===== config.mk =====
export PLATFORM = sky130hd
export DESIGN_NAME = independent_watchdog
export DESIGN_NICKNAME = d
export VERILOG_FILES = /design/src/hw/iwdt_pkg.sv /design/src/hw/independent_watchdog.sv /design/src/hw/count_tick_gen.sv /design/src/hw/refresh_seq.sv
export VERILOG_INCLUDE_DIRS = /design/src /design/src/hw
export SDC_FILE = /design/constraint.sdc
export NUM_CORES = 1
export LEC_CHECK = 0
export ABC_AREA = 1
export CORE_MARGIN = 2
export CORE_UTILIZATION = 45
export DETAILED_ROUTE_END_ITERATION = 6
export DONT_BUFFER_PORTS = 1
export PLACE_DENSITY = 0.73
export SYNTH_ARGS = -nofsm -noshare
export SYNTH_HDL_FRONTEND = slang
export SYNTH_SLANG_ARGS = --single-unit

===== constraint.sdc =====
create_clock -name sys_clk -period 3.4 [get_ports sys_clk]
set_input_delay 0.51 -clock sys_clk [delete_from_list [all_inputs] [get_ports sys_clk]]
set_output_delay 0.51 -clock sys_clk [all_outputs]
set_load 0.01 [all_outputs]

===== src/hw/iwdt_defines.svh =====
// Constants for the independent window watchdog: map, fields, resets.
`ifndef IWDT_DEFINES_SVH
`define IWDT_DEFINES_SVH

// ==========================================================================
// Bus widths
`define IWDT_ADDR_W 8
`define IWDT_DATA_W 32
`define IWDT_OPT_W 32

// ==========================================================================
// Register byte offsets
`define IWDT_OFF_REFRESH 8'h00
`define IWDT_OFF_CTRL 8'h04
`define IWDT_OFF_STATUS 8'h08
`define IWDT_OFF_RSTIRQ 8'h0C
`define IWDT_OFF_CSTOP 8'h10
`define IWDT_OFF_MASK 8'h14

// ==========================================================================
// Control register and option word fields (shared layout)
`define IWDT_CKS_MSB 3
`define IWDT_CKS_LSB 0
`define IWDT_TIMEOUT_SEL_MSB 5
`define IWDT_TIMEOUT_SEL_LSB 4
`define IWDT_WINDOW_END_SEL_MSB 9
`define IWDT_WINDOW_END_SEL_LSB 8
`define IWDT_WINDOW_START_SEL_MSB 13
`define IWDT_WINDOW_START_SEL_LSB 12
`define IWDT_OPT_RESET_IRQ_SEL 14
`define IWDT_OPT_SLEEP_COUNT_STOP 15
`define IWDT_OPT_AUTO 16
`define IWDT_CTRL_MASK 16'h333F
`define IWDT_CTRL_RST 16'h3330

// Single-bit select registers and status / mask layout
`define IWDT_SEL_BIT 7
`define IWDT_SEL_RST 1'b0
`define IWDT_ST_CNT_LSB 0
`define IWDT_ST_UF_BIT 14
`define IWDT_ST_RE_BIT 15
`define IWDT_MASK_RST 2'h0

// ==========================================================================
// Refresh sequence bytes
`define IWDT_REFRESH_FIRST 8'h00
`define IWDT_REFRESH_SECOND 8'hFF

// ==========================================================================
// Division select codes and the shifts they give
`define IWDT_CKS_DIV1 4'h0
`define IWDT_CKS_DIV16 4'h4
`define IWDT_CKS_DIV32 4'h5
`define IWDT_CKS_DIV64 4'h6
`define IWDT_CKS_DIV128 4'h7
`define IWDT_CKS_DIV256 4'h8
`define IWDT_SH_1 4'h0
`define IWDT_SH_16 4'h4
`define IWDT_SH_32 4'h5
`define IWDT_SH_64 4'h6
`define IWDT_SH_128 4'h7
`define IWDT_SH_256 4'h8

// ==========================================================================
// Timeout and window arithmetic
`define IWDT_TIMEOUT_SEL_SPAN 3
`define IWDT_QTR_TOP 3'h3
`define IWDT_QTR_ONE 3'h1

`endif


===== src/hw/iwdt_pkg.sv =====
// Types shared by the independent window watchdog modules.
package iwdt_pkg;

  // ========================================================================
  // Counter run state
  typedef enum logic [1:0] {
    ST_BOOT = 2'b00,
    ST_STOP = 2'b01,
    ST_RUN = 2'b10
  } run_state_t;

endpackage


===== src/hw/independent_watchdog.sv =====
// Independent window watchdog: down-counter, window check, APB registers.
//
// Chosen here: register access over APB and the register offsets.
`include "iwdt_defines.svh"

// ==========================================================================
// Summary of operation
// - Count ticks come from the dedicated clock divided by 1,16,32,64,128,256.
// - A 14-bit down-counter decrements once per prescaled tick.
// - Auto-start mode starts counting right after reset release.
// - Software writes 00h then FFh to refresh; that starts or reloads.
// - System reset stops the counter and restores all registers.
// - Counting stops in low-power state when enabled by the count-stop register or, in auto mode, the option word.
// - Register start mode stops counting after underflow or refresh error.
// - Auto mode reloads after a fault; register mode waits for refresh.
// - Window start and end split the count range into permitted periods.
// - A refresh outside the permitted period is an error, like underflow.
// - Select bit 0 gives interrupt requests, 1 gives the reset output.
// - Software reads the current count through the status register.
// - Separate event outputs mark underflow and refresh error.
// - With count-stop set, low-power entry halts counting; stop output driven.
// - Auto mode takes all settings from the option word at reset.
// - Register mode takes settings from registers, applied at each refresh.
module independent_watchdog #(
  parameter int CNT_W = 14,
  parameter int PRESC_W = 8
) (
  // Clock and reset.
  input wire logic sys_clk,
  input wire logic rstn,
  // APB register port.
  input wire logic psel,
  input wire logic penable,
  input wire logic pwrite,
  input wire logic [`IWDT_ADDR_W-1:0] paddr,
  input wire logic [`IWDT_DATA_W-1:0] pwdata,
  output logic [`IWDT_DATA_W-1:0] prdata,
  output logic pready,
  output logic pslverr,
  // Option word and chip power state.
  input wire logic [`IWDT_OPT_W-1:0] option_select_word0,
  input wire logic low_power_state,
  // Dedicated count clock pin.
  input wire logic dedicated_count_clock,
  // Watchdog requests.
  output logic reset_out,
  output logic nmi_req,
  output logic irq,
  // Event link outputs.
  output logic underflow_event,
  output logic refresh_error_event,
  // Sleep-mode count-stop control.
  output logic sleep_count_stop
);

  import iwdt_pkg::*;

  if (CNT_W < 8 || CNT_W > 30) begin : g_check
    $error("independent_watchdog: CNT_W must lie in 8..30");
  end

  // ========================================================================
  // Decode helpers

  function automatic logic [3:0] div_shift_of(input logic [3:0] code);
    case (code)
      `IWDT_CKS_DIV1: div_shift_of = `IWDT_SH_1;
      `IWDT_CKS_DIV16: div_shift_of = `IWDT_SH_16;
      `IWDT_CKS_DIV32: div_shift_of = `IWDT_SH_32;
      `IWDT_CKS_DIV64: div_shift_of = `IWDT_SH_64;
      `IWDT_CKS_DIV128: div_shift_of = `IWDT_SH_128;
      `IWDT_CKS_DIV256: div_shift_of = `IWDT_SH_256;
      default: div_shift_of = `IWDT_SH_1;
    endcase
  endfunction

  // Timeout select picks the reload value: 2^(CNT_W-3+sel) - 1.
  function automatic logic [CNT_W-1:0] reload_of(input logic [1:0] sel);
    reload_of = CNT_W'((1 << (CNT_W - `IWDT_TIMEOUT_SEL_SPAN + sel)) - 1);
  endfunction

  // Window limit as a number of quarters of the timeout period.
  function automatic logic [CNT_W:0] win_lim(input logic [CNT_W:0] qtr,
                                             input logic [2:0] k);
    win_lim = (CNT_W+1)'(qtr * k);
  endfunction

  // ========================================================================
  // State

  run_state_t state;
  run_state_t next_state;
  logic [CNT_W-1:0] cnt;
  logic auto_mode;
  logic [15:0] ctrl;
  logic reg_reset_irq_sel;
  logic reg_sleep_count_stop;
  logic [3:0] act_cks;
  logic [1:0] act_timeout_sel;
  logic [1:0] act_window_end_sel;
  logic [1:0] act_window_start_sel;
  logic act_reset_irq_sel;
  logic act_sleep_count_stop;
  logic uf_flag;
  logic re_flag;
  logic [1:0] irq_mask;

  // ========================================================================
  // APB decode

  wire access = psel & penable & pready;
  wire wr = access & pwrite;
  wire sel_refresh = paddr == `IWDT_OFF_REFRESH;
  wire sel_ctrl = paddr == `IWDT_OFF_CTRL;
  wire sel_status = paddr == `IWDT_OFF_STATUS;
  wire sel_rstirq = paddr == `IWDT_OFF_RSTIRQ;
  wire sel_cstop = paddr == `IWDT_OFF_CSTOP;
  wire sel_mask = paddr == `IWDT_OFF_MASK;
  wire addr_hit = sel_refresh | sel_ctrl | sel_status | sel_rstirq |
                  sel_cstop | sel_mask;

  wire wr_refresh = wr & sel_refresh;
  wire clr_uf = wr & sel_status & pwdata[`IWDT_ST_UF_BIT];
  wire clr_re = wr & sel_status & pwdata[`IWDT_ST_RE_BIT];

  wire [`IWDT_DATA_W-1:0] rd_status =
    (`IWDT_DATA_W)'(cnt) << `IWDT_ST_CNT_LSB |
    (`IWDT_DATA_W)'(uf_flag) << `IWDT_ST_UF_BIT |
    (`IWDT_DATA_W)'(re_flag) << `IWDT_ST_RE_BIT;
  wire [`IWDT_DATA_W-1:0] rd_mask =
    (`IWDT_DATA_W)'(irq_mask[0]) << `IWDT_ST_UF_BIT |
    (`IWDT_DATA_W)'(irq_mask[1]) << `IWDT_ST_RE_BIT;
  wire [`IWDT_DATA_W-1:0] rd_rstirq =
    (`IWDT_DATA_W)'(reg_reset_irq_sel) << `IWDT_SEL_BIT;
  wire [`IWDT_DATA_W-1:0] rd_cstop =
    (`IWDT_DATA_W)'(reg_sleep_count_stop) << `IWDT_SEL_BIT;

  // The refresh register reads as zero.
  wire [`IWDT_DATA_W-1:0] rd_data =
    sel_ctrl ? (`IWDT_DATA_W)'(ctrl) :
    sel_status ? rd_status :
    sel_rstirq ? rd_rstirq :
    sel_cstop ? rd_cstop :
    sel_mask ? rd_mask : '0;

  // ========================================================================
  // Refresh sequence, option fields and window

  logic refresh;

  refresh_seq u_refresh_seq (
    .sys_clk(sys_clk),
    .rstn(rstn),
    .wr_stb(wr_refresh),
    .wr_byte(pwdata[7:0]),
    .refresh(refresh)
  );

  wire opt_auto = option_select_word0[`IWDT_OPT_AUTO];
  wire [3:0] opt_cks = option_select_word0[`IWDT_CKS_MSB:`IWDT_CKS_LSB];
  wire [1:0] opt_timeout_sel = option_select_word0[`IWDT_TIMEOUT_SEL_MSB:`IWDT_TIMEOUT_SEL_LSB];
  wire [1:0] opt_window_end_sel = option_select_word0[`IWDT_WINDOW_END_SEL_MSB:`IWDT_WINDOW_END_SEL_LSB];
  wire [1:0] opt_window_start_sel = option_select_word0[`IWDT_WINDOW_START_SEL_MSB:`IWDT_WINDOW_START_SEL_LSB];
  wire opt_reset_irq_sel = option_select_word0[`IWDT_OPT_RESET_IRQ_SEL];
  wire opt_sleep_count_stop = option_select_word0[`IWDT_OPT_SLEEP_COUNT_STOP];

  wire [3:0] cr_cks = ctrl[`IWDT_CKS_MSB:`IWDT_CKS_LSB];
  wire [1:0] cr_timeout_sel = ctrl[`IWDT_TIMEOUT_SEL_MSB:`IWDT_TIMEOUT_SEL_LSB];
  wire [1:0] cr_window_end_sel = ctrl[`IWDT_WINDOW_END_SEL_MSB:`IWDT_WINDOW_END_SEL_LSB];
  wire [1:0] cr_window_start_sel = ctrl[`IWDT_WINDOW_START_SEL_MSB:`IWDT_WINDOW_START_SEL_LSB];

  wire [CNT_W-1:0] reload = reload_of(act_timeout_sel);
  wire [CNT_W:0] quarter = ({1'b0, reload} + (CNT_W+1)'(1)) >> 2;
  wire [CNT_W:0] start_lim = win_lim(quarter,
                                     {1'b0, act_window_start_sel} + `IWDT_QTR_ONE);
  wire [CNT_W:0] end_lim = win_lim(quarter,
                                   `IWDT_QTR_TOP - {1'b0, act_window_end_sel});
  wire permit = ({1'b0, cnt} < start_lim) & ({1'b0, cnt} >= end_lim);

  // ========================================================================
  // Count ticks and faults

  wire running = state == ST_RUN;
  wire power_stop = low_power_state & act_sleep_count_stop;
  wire cnt_zero = cnt == '0;
  logic tick;

  wire refresh_err = refresh & running & ~permit;
  wire refresh_ok = refresh & ~refresh_err;
  wire underflow = tick & running & cnt_zero;
  wire fault = underflow | refresh_err;
  wire restart = refresh_ok | (fault & auto_mode) | (state == ST_BOOT);

  // In register mode the new control settings apply at the refresh itself.
  wire [1:0] load_timeout_sel = auto_mode ? act_timeout_sel : cr_timeout_sel;
  wire [CNT_W-1:0] load_val = reload_of(load_timeout_sel);

  count_tick_gen #(
    .PRESC_W(PRESC_W)
  ) u_tick (
    .sys_clk(sys_clk),
    .rstn(rstn),
    .dedicated_count_clock(dedicated_count_clock),
    .div_shift(div_shift_of(act_cks)),
    .hold(~running | power_stop),
    .restart(restart),
    .tick(tick)
  );

  // ========================================================================
  // Run state

  always_comb begin
    next_state = state;
    case (state)
      ST_BOOT: begin
        next_state = opt_auto ? ST_RUN : ST_STOP;
      end
      ST_STOP: begin
        if (refresh_ok) begin
          next_state = ST_RUN;
        end
      end
      ST_RUN: begin
        if (fault && !auto_mode) begin
          next_state = ST_STOP;
        end
      end
      default: next_state = ST_BOOT;
    endcase
  end

  always_ff @(posedge sys_clk) begin
    if (!rstn) begin
      state <= ST_BOOT;
    end else begin
      state <= next_state;
    end
  end

  // ========================================================================
  // Down-counter

  always_ff @(posedge sys_clk) begin
    if (!rstn) begin
      cnt <= '0;
    end else if (state == ST_BOOT) begin
      cnt <= reload_of(opt_timeout_sel);
    end else if (refresh_ok || (fault && auto_mode)) begin
      cnt <= load_val;
    end else if (underflow) begin
      cnt <= cnt;
    end else if (tick && running) begin
      cnt <= cnt - CNT_W'(1);
    end
  end

  // ========================================================================
  // Active settings

  always_ff @(posedge sys_clk) begin
    if (!rstn) begin
      auto_mode <= 1'b0;
      act_cks <= 4'(`IWDT_CTRL_RST >> `IWDT_CKS_LSB);
      act_timeout_sel <= 2'(`IWDT_CTRL_RST >> `IWDT_TIMEOUT_SEL_LSB);
      act_window_end_sel <= 2'(`IWDT_CTRL_RST >> `IWDT_WINDOW_END_SEL_LSB);
      act_window_start_sel <= 2'(`IWDT_CTRL_RST >> `IWDT_WINDOW_START_SEL_LSB);
      act_reset_irq_sel <= `IWDT_SEL_RST;
      act_sleep_count_stop <= `IWDT_SEL_RST;
    end else if (state == ST_BOOT) begin
      auto_mode <= opt_auto;
      if (opt_auto) begin
        act_cks <= opt_cks;
        act_timeout_sel <= opt_timeout_sel;
        act_window_end_sel <= opt_window_end_sel;
        act_window_start_sel <= opt_window_start_sel;
        act_reset_irq_sel <= opt_reset_irq_sel;
        act_sleep_count_stop <= opt_sleep_count_stop;
      end
    end else if (refresh_ok && !auto_mode) begin
      act_cks <= cr_cks;
      act_timeout_sel <= cr_timeout_sel;
      act_window_end_sel <= cr_window_end_sel;
      act_window_start_sel <= cr_window_start_sel;
      act_reset_irq_sel <= reg_reset_irq_sel;
      act_sleep_count_stop <= reg_sleep_count_stop;
    end
  end

  // ========================================================================
  // Software registers

  always_ff @(posedge sys_clk) begin
    if (!rstn) begin
      ctrl <= `IWDT_CTRL_RST;
      reg_reset_irq_sel <= `IWDT_SEL_RST;
      reg_sleep_count_stop <= `IWDT_SEL_RST;
      irq_mask <= `IWDT_MASK_RST;
    end else if (wr) begin
      if (sel_ctrl) begin
        ctrl <= pwdata[15:0] & `IWDT_CTRL_MASK;
      end
      if (sel_rstirq) begin
        reg_reset_irq_sel <= pwdata[`IWDT_SEL_BIT];
      end
      if (sel_cstop) begin
        reg_sleep_count_stop <= pwdata[`IWDT_SEL_BIT];
      end
      if (sel_mask) begin
        irq_mask <= {pwdata[`IWDT_ST_RE_BIT], pwdata[`IWDT_ST_UF_BIT]};
      end
    end
  end

  // Sticky flags: a new event wins over a clear in the same cycle.
  always_ff @(posedge sys_clk) begin
    if (!rstn) begin
      uf_flag <= 1'b0;
      re_flag <= 1'b0;
    end else begin
      uf_flag <= underflow | (uf_flag & ~clr_uf);
      re_flag <= refresh_err | (re_flag & ~clr_re);
    end
  end

  // ========================================================================
  // APB answer: one wait state, data and error registered

  always_ff @(posedge sys_clk) begin
    if (!rstn) begin
      pready <= 1'b0;
      pslverr <= 1'b0;
      prdata <= '0;
    end else if (psel && penable && !pready) begin
      pready <= 1'b1;
      pslverr <= ~addr_hit;
      prdata <= pwrite ? '0 : rd_data;
    end else begin
      pready <= 1'b0;
      pslverr <= 1'b0;
    end
  end

  // ========================================================================
  // Request and event outputs

  always_ff @(posedge sys_clk) begin
    if (!rstn) begin
      reset_out <= 1'b0;
      nmi_req <= 1'b0;
      irq <= 1'b0;
      underflow_event <= 1'b0;
      refresh_error_event <= 1'b0;
      sleep_count_stop <= 1'b0;
    end else begin
      reset_out <= fault & act_reset_irq_sel;
      nmi_req <= fault & ~act_reset_irq_sel;
      irq <= |({re_flag, uf_flag} & irq_mask) & ~act_reset_irq_sel;
      underflow_event <= underflow;
      refresh_error_event <= refresh_err;
      sleep_count_stop <= act_sleep_count_stop;
    end
  end

endmodule


===== src/hw/count_tick_gen.sv =====
// Samples the dedicated count clock pin and divides it into count ticks.
`include "iwdt_defines.svh"

module count_tick_gen #(
  parameter int PRESC_W = 8
) (
  // Clock and reset.
  input wire logic sys_clk,
  input wire logic rstn,
  // Dedicated clock pin.
  input wire logic dedicated_count_clock,
  // Control.
  input wire logic [3:0] div_shift,
  input wire logic hold,
  input wire logic restart,
  // Result.
  output logic tick
);

  if (PRESC_W < 8) begin : g_check
    $error("count_tick_gen: PRESC_W must be at least 8");
  end

  logic sync_a;
  logic sync_b;
  logic prev;
  logic [PRESC_W-1:0] presc;

  // ========================================================================
  // Edge detection and prescaler
  wire pin_rise = sync_b & ~prev;
  wire step = pin_rise & ~hold;
  wire [PRESC_W-1:0] ratio_mask = PRESC_W'((1 << div_shift) - 1);

  assign tick = step & ((presc & ratio_mask) == ratio_mask);

  always_ff @(posedge sys_clk) begin
    if (!rstn) begin
      sync_a <= 1'b0;
      sync_b <= 1'b0;
      prev <= 1'b0;
    end else begin
      sync_a <= dedicated_count_clock;
      sync_b <= sync_a;
      prev <= sync_b;
    end
  end

  always_ff @(posedge sys_clk) begin
    if (!rstn || restart) begin
      presc <= '0;
    end else if (step) begin
      presc <= presc + PRESC_W'(1);
    end
  end

endmodule


===== src/hw/refresh_seq.sv =====
// Recognises the two-byte refresh sequence written to the refresh register.
`include "iwdt_defines.svh"

module refresh_seq (
  // Clock and reset.
  input wire logic sys_clk,
  input wire logic rstn,
  // Write strobe with byte.
  input wire logic wr_stb,
  input wire logic [7:0] wr_byte,
  // Completed sequence.
  output logic refresh
);

  logic armed;

  wire is_first = wr_byte == `IWDT_REFRESH_FIRST;
  wire is_second = wr_byte == `IWDT_REFRESH_SECOND;

  assign refresh = wr_stb & armed & is_second;

  // Any write other than the first byte drops a pending first step.
  always_ff @(posedge sys_clk) begin
    if (!rstn) begin
      armed <= 1'b0;
    end else if (wr_stb) begin
      armed <= is_first;
    end
  end

endmodule


==> results.py, run 1 <==
metrics = {
    "timing": {
        "post-route-worst-setup-slack_ns": -0.154,
        "final_hold_viol_count": 0,
        "period_minus_slack_ns": 3.55,
        "clock-skew-final_ns": 0.00939,
        "worst_case_headroom_to_the_max_slew_limit_pct": 38.9,
        "worstMarginPinSlew_ns": 0.916,
        "final.period_utilization_pct": 105,
        "maxClockFrequency_mhz": 281,
        "grt_setup_unrepaired": "yes",
        "hold-worst-slack_ns": 0.269,
        "final_max_slew_viol_count": 0,
        "finalSetupViolations": 35,
    },
    "layout": {
        "most-common-layout-cells": "184 x sky130_fd_sc_hd__nand2_1, 119 x sky130_fd_sc_hd__inv_1, 77 x sky130_fd_sc_hd__dfxtp_1",
        "flow.area_growth_from_synthesis_pct": 18.1,
        "n_fill_cell": 1139,
        "multi_input_area_um2": 3440,
        "drive_gt1_share_pct": 16.7,
        "most_frequent_standard_cell_in_the_layout_excluding_fill_and_tap_cells": "sky130_fd_sc_hd__nand2_1",
        "insertedDiodeCount": 0,
        "sequential_cell_area_um2": 1630,
        "finalCoreUtilization_pct": 53.9,
        "design.final.nets": 969,
    },
    "yosys": {
        "syn_inst": 784,
        "mean_cell_area_of_the_mapped_netlist_um2": 6.93,
        "synth_top_cell_by_area": "sky130_fd_sc_hd__dfxtp_1",
        "synthDominantCellAreaShare_pct": 29.8,
        "netlist_top_cells_area": "sky130_fd_sc_hd__dfxtp_1 30%, sky130_fd_sc_hd__nand2_1 13%, sky130_fd_sc_hd__ha_1 9.7%",
        "postSynth.asyncResetShare_pct": 0,
        "synth_cell_types": 45,
        "synth-seq-cells": 81,
        "yosysSeqAreaShare_pct": 29.8,
        "ys_warn_count": 0,
        "synth_edf_count": 0,
        "netlist_area_um2": 5430,
        "ys_dominant_reg_cell": "sky130_fd_sc_hd__dfxtp_1",
    },
    "critical_path": {
        "critical_path_peak_fanout": 7,
        "critical_path.startpoint_type": "flop",
        "worstSetupPathType": "reg2reg",
        "worst_path_max_delay_cell": "sky130_fd_sc_hd__fa_1",
        "required_ns": 3.62,
        "critical_path_buf_inv_count": 3,
        "delay_contributed_by_the_slowest_stage_of_the_critical_path_ns": 0.54,
        "critPathCaptureType": "flop",
        "cp.arrival_ns": 3.78,
        "worst_path_dominant_cell_family": "adder cells",
        "crit_path_cell_trace": "ha_4 > nand2_4 > fa_1 > inv_2 > ha_4 > a21oi_4 > xor2_1 > ha_1 > a21oi_2 > nand2_1 > nand3_1 > nand2_1 > nor2_1 > nand2_1 > nand2_4 > nand2_4 > nand2_4 > nand2_4 > nor2_8 > inv_4 > o21ai_2 > inv_1",
        "timing.critical_path.mode_cell": "sky130_fd_sc_hd__nand2_4",
    },
    "die": {
        "die_x_um": 114,
        "starting_density_of_the_core_pct": 45.6,
        "die_height_um": 114,
        "fp.dieArea_um2": 13000,
        "core_area_um2": 11900,
        "pin_count": 119,
        "standard_cell_rows": 40,
    },
    "run_status": {
        "failing_checks": "negative setup slack",
        "outcome": "finished, violations left",
    },
    "drt": {
        "wire_per_inst_um": 13.5,
        "detail_route.vias_per_cell": 5.04,
        "firstDrtPassIters": 5,
        "num_vias": 5002,
        "drtAntennaViolNets": 0,
        "drt-initial-drc-count": 308,
        "routed_wl_um": 13400,
        "drc_errors": 0,
    },
    "power": {
        "power.density_cell_area_nw_per_um2": 532,
        "power.leakage_nw": 3.17,
        "irDropWorstVdd_v": 0.000290,
    },
    "worst_hold_path": {
        "worstHoldPathType": "in2reg",
    },
    "placement": {
        "dpl_wire_length_um": 9860,
        "dpl_worst_slack_ns": -0.283,
        "place_congestion": 0.900,
        "port_buffers": 0,
    },
    "cts": {
        "cts.sink_count": 81,
        "cts-htree-levels": 3,
        "cts_root_buffer": "sky130_fd_sc_hd__clkbuf_16",
        "cts-root-to-sink-buffers": 2,
        "tritoncts": "built",
        "cts.clk_slew.worst_paths_ns": 0.07,
        "worst_skew_pair.late_latency_ns": 0.34,
        "cts_made_buffers": 9,
    },
    "grt": {
        "global_route_wire_length_before_repair_um": 21800,
        "maximum_number_of_pins_on_one_net_before_global_route_repair": 52,
        "grt_overflow_total": 0,
        "antenna_found_initial": 0,
        "grt_pass1_vias": 4691,
        "globalRouteTotalUtil_pct": 20.9,
    },
    "run": {
        "drv.max_cap_violation_count": 0,
    },
}
-- worst register-to-register path: stages (launching register included) --
cell and delay [ns]:
sky130_fd_sc_hd__dfxtp_2 0.34, sky130_fd_sc_hd__ha_4 0.29, sky130_fd_sc_hd__nand2_4 0.05, sky130_fd_sc_hd__fa_1 0.54, sky130_fd_sc_hd__inv_2 0.04, sky130_fd_sc_hd__ha_4 0.22
sky130_fd_sc_hd__a21oi_4 0.14, sky130_fd_sc_hd__xor2_1 0.16, sky130_fd_sc_hd__ha_1 0.28, sky130_fd_sc_hd__a21oi_2 0.14, sky130_fd_sc_hd__nand2_1 0.06, sky130_fd_sc_hd__nand3_1 0.06
sky130_fd_sc_hd__nand2_1 0.05, sky130_fd_sc_hd__nor2_1 0.10, sky130_fd_sc_hd__nand2_1 0.11, sky130_fd_sc_hd__nand2_4 0.15, sky130_fd_sc_hd__nand2_4 0.07, sky130_fd_sc_hd__nand2_4 0.09
sky130_fd_sc_hd__nand2_4 0.08, sky130_fd_sc_hd__nor2_8 0.16, sky130_fd_sc_hd__inv_4 0.09, sky130_fd_sc_hd__o21ai_2 0.13, sky130_fd_sc_hd__inv_1 0.06
-- kinds of logic (layout without fill, tap and decap cells) --
family,after synthesis,count (layout),share of synthesized area [%]
compound gates,101,101,11.1
other cells,2,36,0.138
xor+xnor,23,23,3.71
flops,81,81,29.8
buf+inv,166,194,12.7
fa+ha+maj,49,49,12.3
simple gates,362,362,30.2
-- final cells by class --
cell class / count / area share, %
Inverter: 133 / 7.86
Multi-Input combinational cell: 571 / 53.6
Sequential cell: 81 / 25.4
Clock buffer: 10 / 3.72
Tap cell: 147 / 2.87
Clock inverter: 6 / 0.877
Timing Repair Buffer: 45 / 5.63
-- where the power goes --
part	internal (W)	switching, W
registers	0.00104	0.000117
clock network	0.000531	0.000419
logic	0.000546	0.000763
total	0.00212	0.00130
-- metal layers --
layer | wire [um] | vias to the layer above | global-route usage [%]
met5 | 0 | - | 0
met4 | 385 | 0 | 8.29
met3 | 762 | 30 | 4.30
met2 | 6570 | 112 | 36.9
met1 | 5650 | 2288 | 24.8
li1 | - | 2572 | -
-- metrics by stage --
stage / cell area (um2) / setup TNS, ns / power, W / instances
after floorplan: 5580 / 0 / 0.00200 / 818
after global placement: 5830 / -6.80 / 0.00227 / 965
after detailed placement: 5830 / -8.74 / 0.00230 / 965
after CTS: 6310 / -1.65 / 0.00336 / 990
after global routing: 6420 / -10.84 / 0.00367 / 993
final: 6420 / -2.39 / 0.00342 / 993
-- timing repair --
item                                    in CTS  in global routing
hold buffers                                 0                  0
pin swaps                                   43                 26
setup buffers                                9                  4
gates resized for setup                     45                 20
endpoints found under the setup margin      38                 38
-- flip-flops by register name, indices dropped and copies added (netlist names), 2 cells and up --
name and cells:
u_tick.presc 8, act_timeout_sel 2, act_window_start_sel 2, ctrl 10, cnt 14, act_window_end_sel 2
state 2, irq_mask 2, act_cks 4, prdata 16
-- final timing paths --
kind / start / slack (ns) / end / depth (start not counted)
worst max-delay path: act_window_start_sel[1] / -0.15 / cnt[8] / 22
worst min-delay path: dedicated_count_clock / 0.27 / u_tick.sync_a / 2
worst max register to register: act_window_start_sel[1] / -0.15 / cnt[8] / 22
worst min register to register: u_tick.sync_a / 0.42 / u_tick.sync_b / 2
-- cells in the mapped netlist (all sizes together), types with 2 or more instances --
master,instances
nand3,52
o21ai,34
nand2,200
a211oi,3
buf,20
ha,42
a32oi,7
inv,132
clkbuf,13
xnor2,2
a31oi,7
conb,2
fa,7
nor2,77
or2,4
o211ai,17
nor4,4
xor2,21
dfxtp,81
nand4,10
nor3,12
a21oi,30
No activity file was read; power rests on OpenSTA's default activity.
==> run 2, diff against run 1 <==
CORE_UTILIZATION = 40   (was 45)
MAX_ROUTING_LAYER = met4   (was default)
PLACE_DENSITY = 0.67   (was 0.73)
==> run 2 against run 1 <==
  * Global-route usage decreased by 1.7 points
  * Core utilization shrank 4.4 points
  * Sequential power about the same
  * The flow still finishes with violations (negative setup slack)
==> results.py, run 2 (synthesis gave the netlist of run 1 again) <==
metrics = {
    "layout": {
        "design.final.nets": 972,
        "largest_reg_flops": 16,
        "most_frequent_standard_cell_in_the_layout_excluding_fill_and_tap_cells": "sky130_fd_sc_hd__nand2_1",
        "registers.top_by_ff_count": "prdata",
        "drive_gt1_share_pct": 17.3,
        "finalCoreUtilization_pct": 49.5,
        "flow.area_growth_from_synthesis_pct": 20.6,
        "stdcell_count": 1025,
        "largest_registers": "prdata x16, cnt x14, ctrl x10",
        "most-common-layout-cells": "183 x sky130_fd_sc_hd__nand2_1, 123 x sky130_fd_sc_hd__inv_1, 77 x sky130_fd_sc_hd__dfxtp_1",
        "insertedDiodeCount": 0,
    },
    "drt": {
        "firstDrtPassIters": 5,
        "routed_wl_um": 13300,
        "num_vias": 4945,
        "drt-initial-drc-count": 259,
        "wire_per_inst_um": 13.0,
        "drtAntennaViolNets": 0,
        "drc_errors": 0,
        "detail_route.vias_per_cell": 4.82,
    },
    "timing": {
        "hold-worst-slack_ns": 0.264,
        "worstMarginPinSlew_ns": 0.817,
        "post-route-worst-setup-slack_ns": -0.112,
        "final_max_slew_viol_count": 0,
        "fin_setup_tns_ns": -2.17,
        "period_minus_slack_ns": 3.51,
        "finalSetupViolations": 33,
        "worst_case_headroom_to_the_max_slew_limit_pct": 45.5,
        "maxClockFrequency_mhz": 285,
        "final.period_utilization_pct": 103,
        "grt_setup_unrepaired": "yes",
        "clock-skew-final_ns": 0.0124,
        "final_hold_viol_count": 0,
    },
    "grt": {
        "antenna_found_initial": 0,
        "grt_overflow_total": 0,
        "globalRouteTotalUtil_pct": 19.2,
        "global_route_wire_length_before_repair_um": 21600,
        "maximum_number_of_pins_on_one_net_before_global_route_repair": 52,
        "grt_pass1_vias": 4635,
    },
    "cts": {
        "cts.clk_slew.worst_paths_ns": 0.07,
        "post_cts_hold_buffer_count": 0,
        "cts-htree-levels": 3,
        "cts.sink_count": 81,
        "worst_skew_pair.late_latency_ns": 0.34,
        "tritoncts": "built",
        "cts_root_buffer": "sky130_fd_sc_hd__clkbuf_16",
        "cts_made_buffers": 9,
        "cts-root-to-sink-buffers": 2,
    },
    "die": {
        "core_area_um2": 13200,
        "starting_density_of_the_core_pct": 41.0,
        "pin_count": 119,
        "standard_cell_rows": 42,
        "fp.dieArea_um2": 14500,
        "die_x_um": 121,
        "die_height_um": 121,
    },
    "placement": {
        "placedCellCount": 998,
        "port_buffers": 0,
        "dpl_wire_length_um": 10000,
        "place_congestion": 0.854,
    },
    "critical_path": {
        "critical_path_peak_fanout": 5,
        "critPathCaptureType": "flop",
        "critical_path.startpoint_type": "flop",
        "worstSetupPathType": "reg2reg",
        "required_ns": 3.68,
        "cp.arrival_ns": 3.79,
    },
    "power": {
        "irDropWorstVdd_v": 0.000287,
        "power.leakage_nw": 3.17,
        "power.density_cell_area_nw_per_um2": 529,
    },
    "run_status": {
        "outcome": "finished, violations left",
        "failing_checks": "negative setup slack",
    },
    "run": {
        "drv.max_cap_violation_count": 0,
    },
    "worst_hold_path": {
        "worstHoldPathType": "in2reg",
    },
}
run 2: changes by cell type in the layout (fill, tap and decap cells not counted), sizes merged:
cell	change
buf	+2
nand4	+1
clkbuf	-1
bufinv	+1
run 2: critical path: stages (launching register included):
cell and delay, ns:
sky130_fd_sc_hd__dfxtp_4 0.40, sky130_fd_sc_hd__inv_4 0.05, sky130_fd_sc_hd__nor2_4 0.16, sky130_fd_sc_hd__nand2_2 0.07, sky130_fd_sc_hd__fa_1 0.52, sky130_fd_sc_hd__inv_2 0.05, sky130_fd_sc_hd__ha_4 0.16, sky130_fd_sc_hd__inv_2 0.05
sky130_fd_sc_hd__nand2_2 0.05, sky130_fd_sc_hd__a21oi_2 0.14, sky130_fd_sc_hd__xor2_1 0.16, sky130_fd_sc_hd__ha_1 0.28, sky130_fd_sc_hd__a21oi_1 0.14, sky130_fd_sc_hd__nand2_1 0.06, sky130_fd_sc_hd__nand3_1 0.06, sky130_fd_sc_hd__nand2_1 0.06
sky130_fd_sc_hd__nor2_1 0.08, sky130_fd_sc_hd__nand2_1 0.10, sky130_fd_sc_hd__nand2_4 0.11, sky130_fd_sc_hd__buf_12 0.11, sky130_fd_sc_hd__nand2_8 0.07, sky130_fd_sc_hd__buf_4 0.15, sky130_fd_sc_hd__nand2_1 0.09, sky130_fd_sc_hd__nand2_1 0.06
sky130_fd_sc_hd__a21oi_1 0.14, sky130_fd_sc_hd__nor2_1 0.06, sky130_fd_sc_hd__nor2_1 0.07
run 2: worst paths after layout:
kind	to	slack [ns]	cells after the start	start
setup reg to reg	cnt[11]	-0.11	26	act_timeout_sel[1]
hold reg to reg	u_tick.sync_b	0.43	2	u_tick.sync_a
hold / removal	u_tick.sync_a	0.26	2	dedicated_count_clock
setup / recovery	cnt[11]	-0.11	26	act_timeout_sel[1]
run 2: metal layers:
layer | global-route usage [%] | vias up | part of all wire, %
met5 | - | - | 0
met4 | 6.76 | 0 | 2.1
met3 | 4.06 | 21 | 5.0
met2 | 32.3 | 87 | 48
met1 | 22.8 | 2237 | 45
li1 | - | 2600 | -
run 2: layout make-up:
| class | instances | area, um2 |
|---|---|---|
| Clock buffer | 9 | 225 |
| Clock inverter | 7 | 83.8 |
| Fill cell | 1322 | 6690 |
| Inverter | 133 | 509 |
| Multi-Input combinational cell | 572 | 3490 |
| Sequential cell | 81 | 1630 |
| Tap cell | 176 | 220 |
| Timing Repair Buffer | 47 | 393 |
run 2: power breakdown:
group          leakage, nW  internal, W  switching (W)
registers            0.660      0.00104       0.000116
clock network        0.149     0.000584       0.000435
logic                 2.36     0.000541       0.000751
total                 3.17      0.00216        0.00130
run 2: repair_timing:
action,CTS,global route
endpoints found under the setup margin,38,38
pin swaps,39,16
cloned,1,0
buffers inserted,6,5
gates resized for setup,44,26
run 2: stage by stage:
stage	power (W)	worst slack [ns]	cell area [um2]
2_1_floorplan	0.00200	0.00424	5580
6_report	0.00346	-0.112	6550
4_1_cts	0.00340	-0.0890	6440
5_1_grt	0.00373	-0.342	6550
3_3_place_gp	0.00229	-0.227	5910
3_5_place_dp	0.00230	-0.295	5910
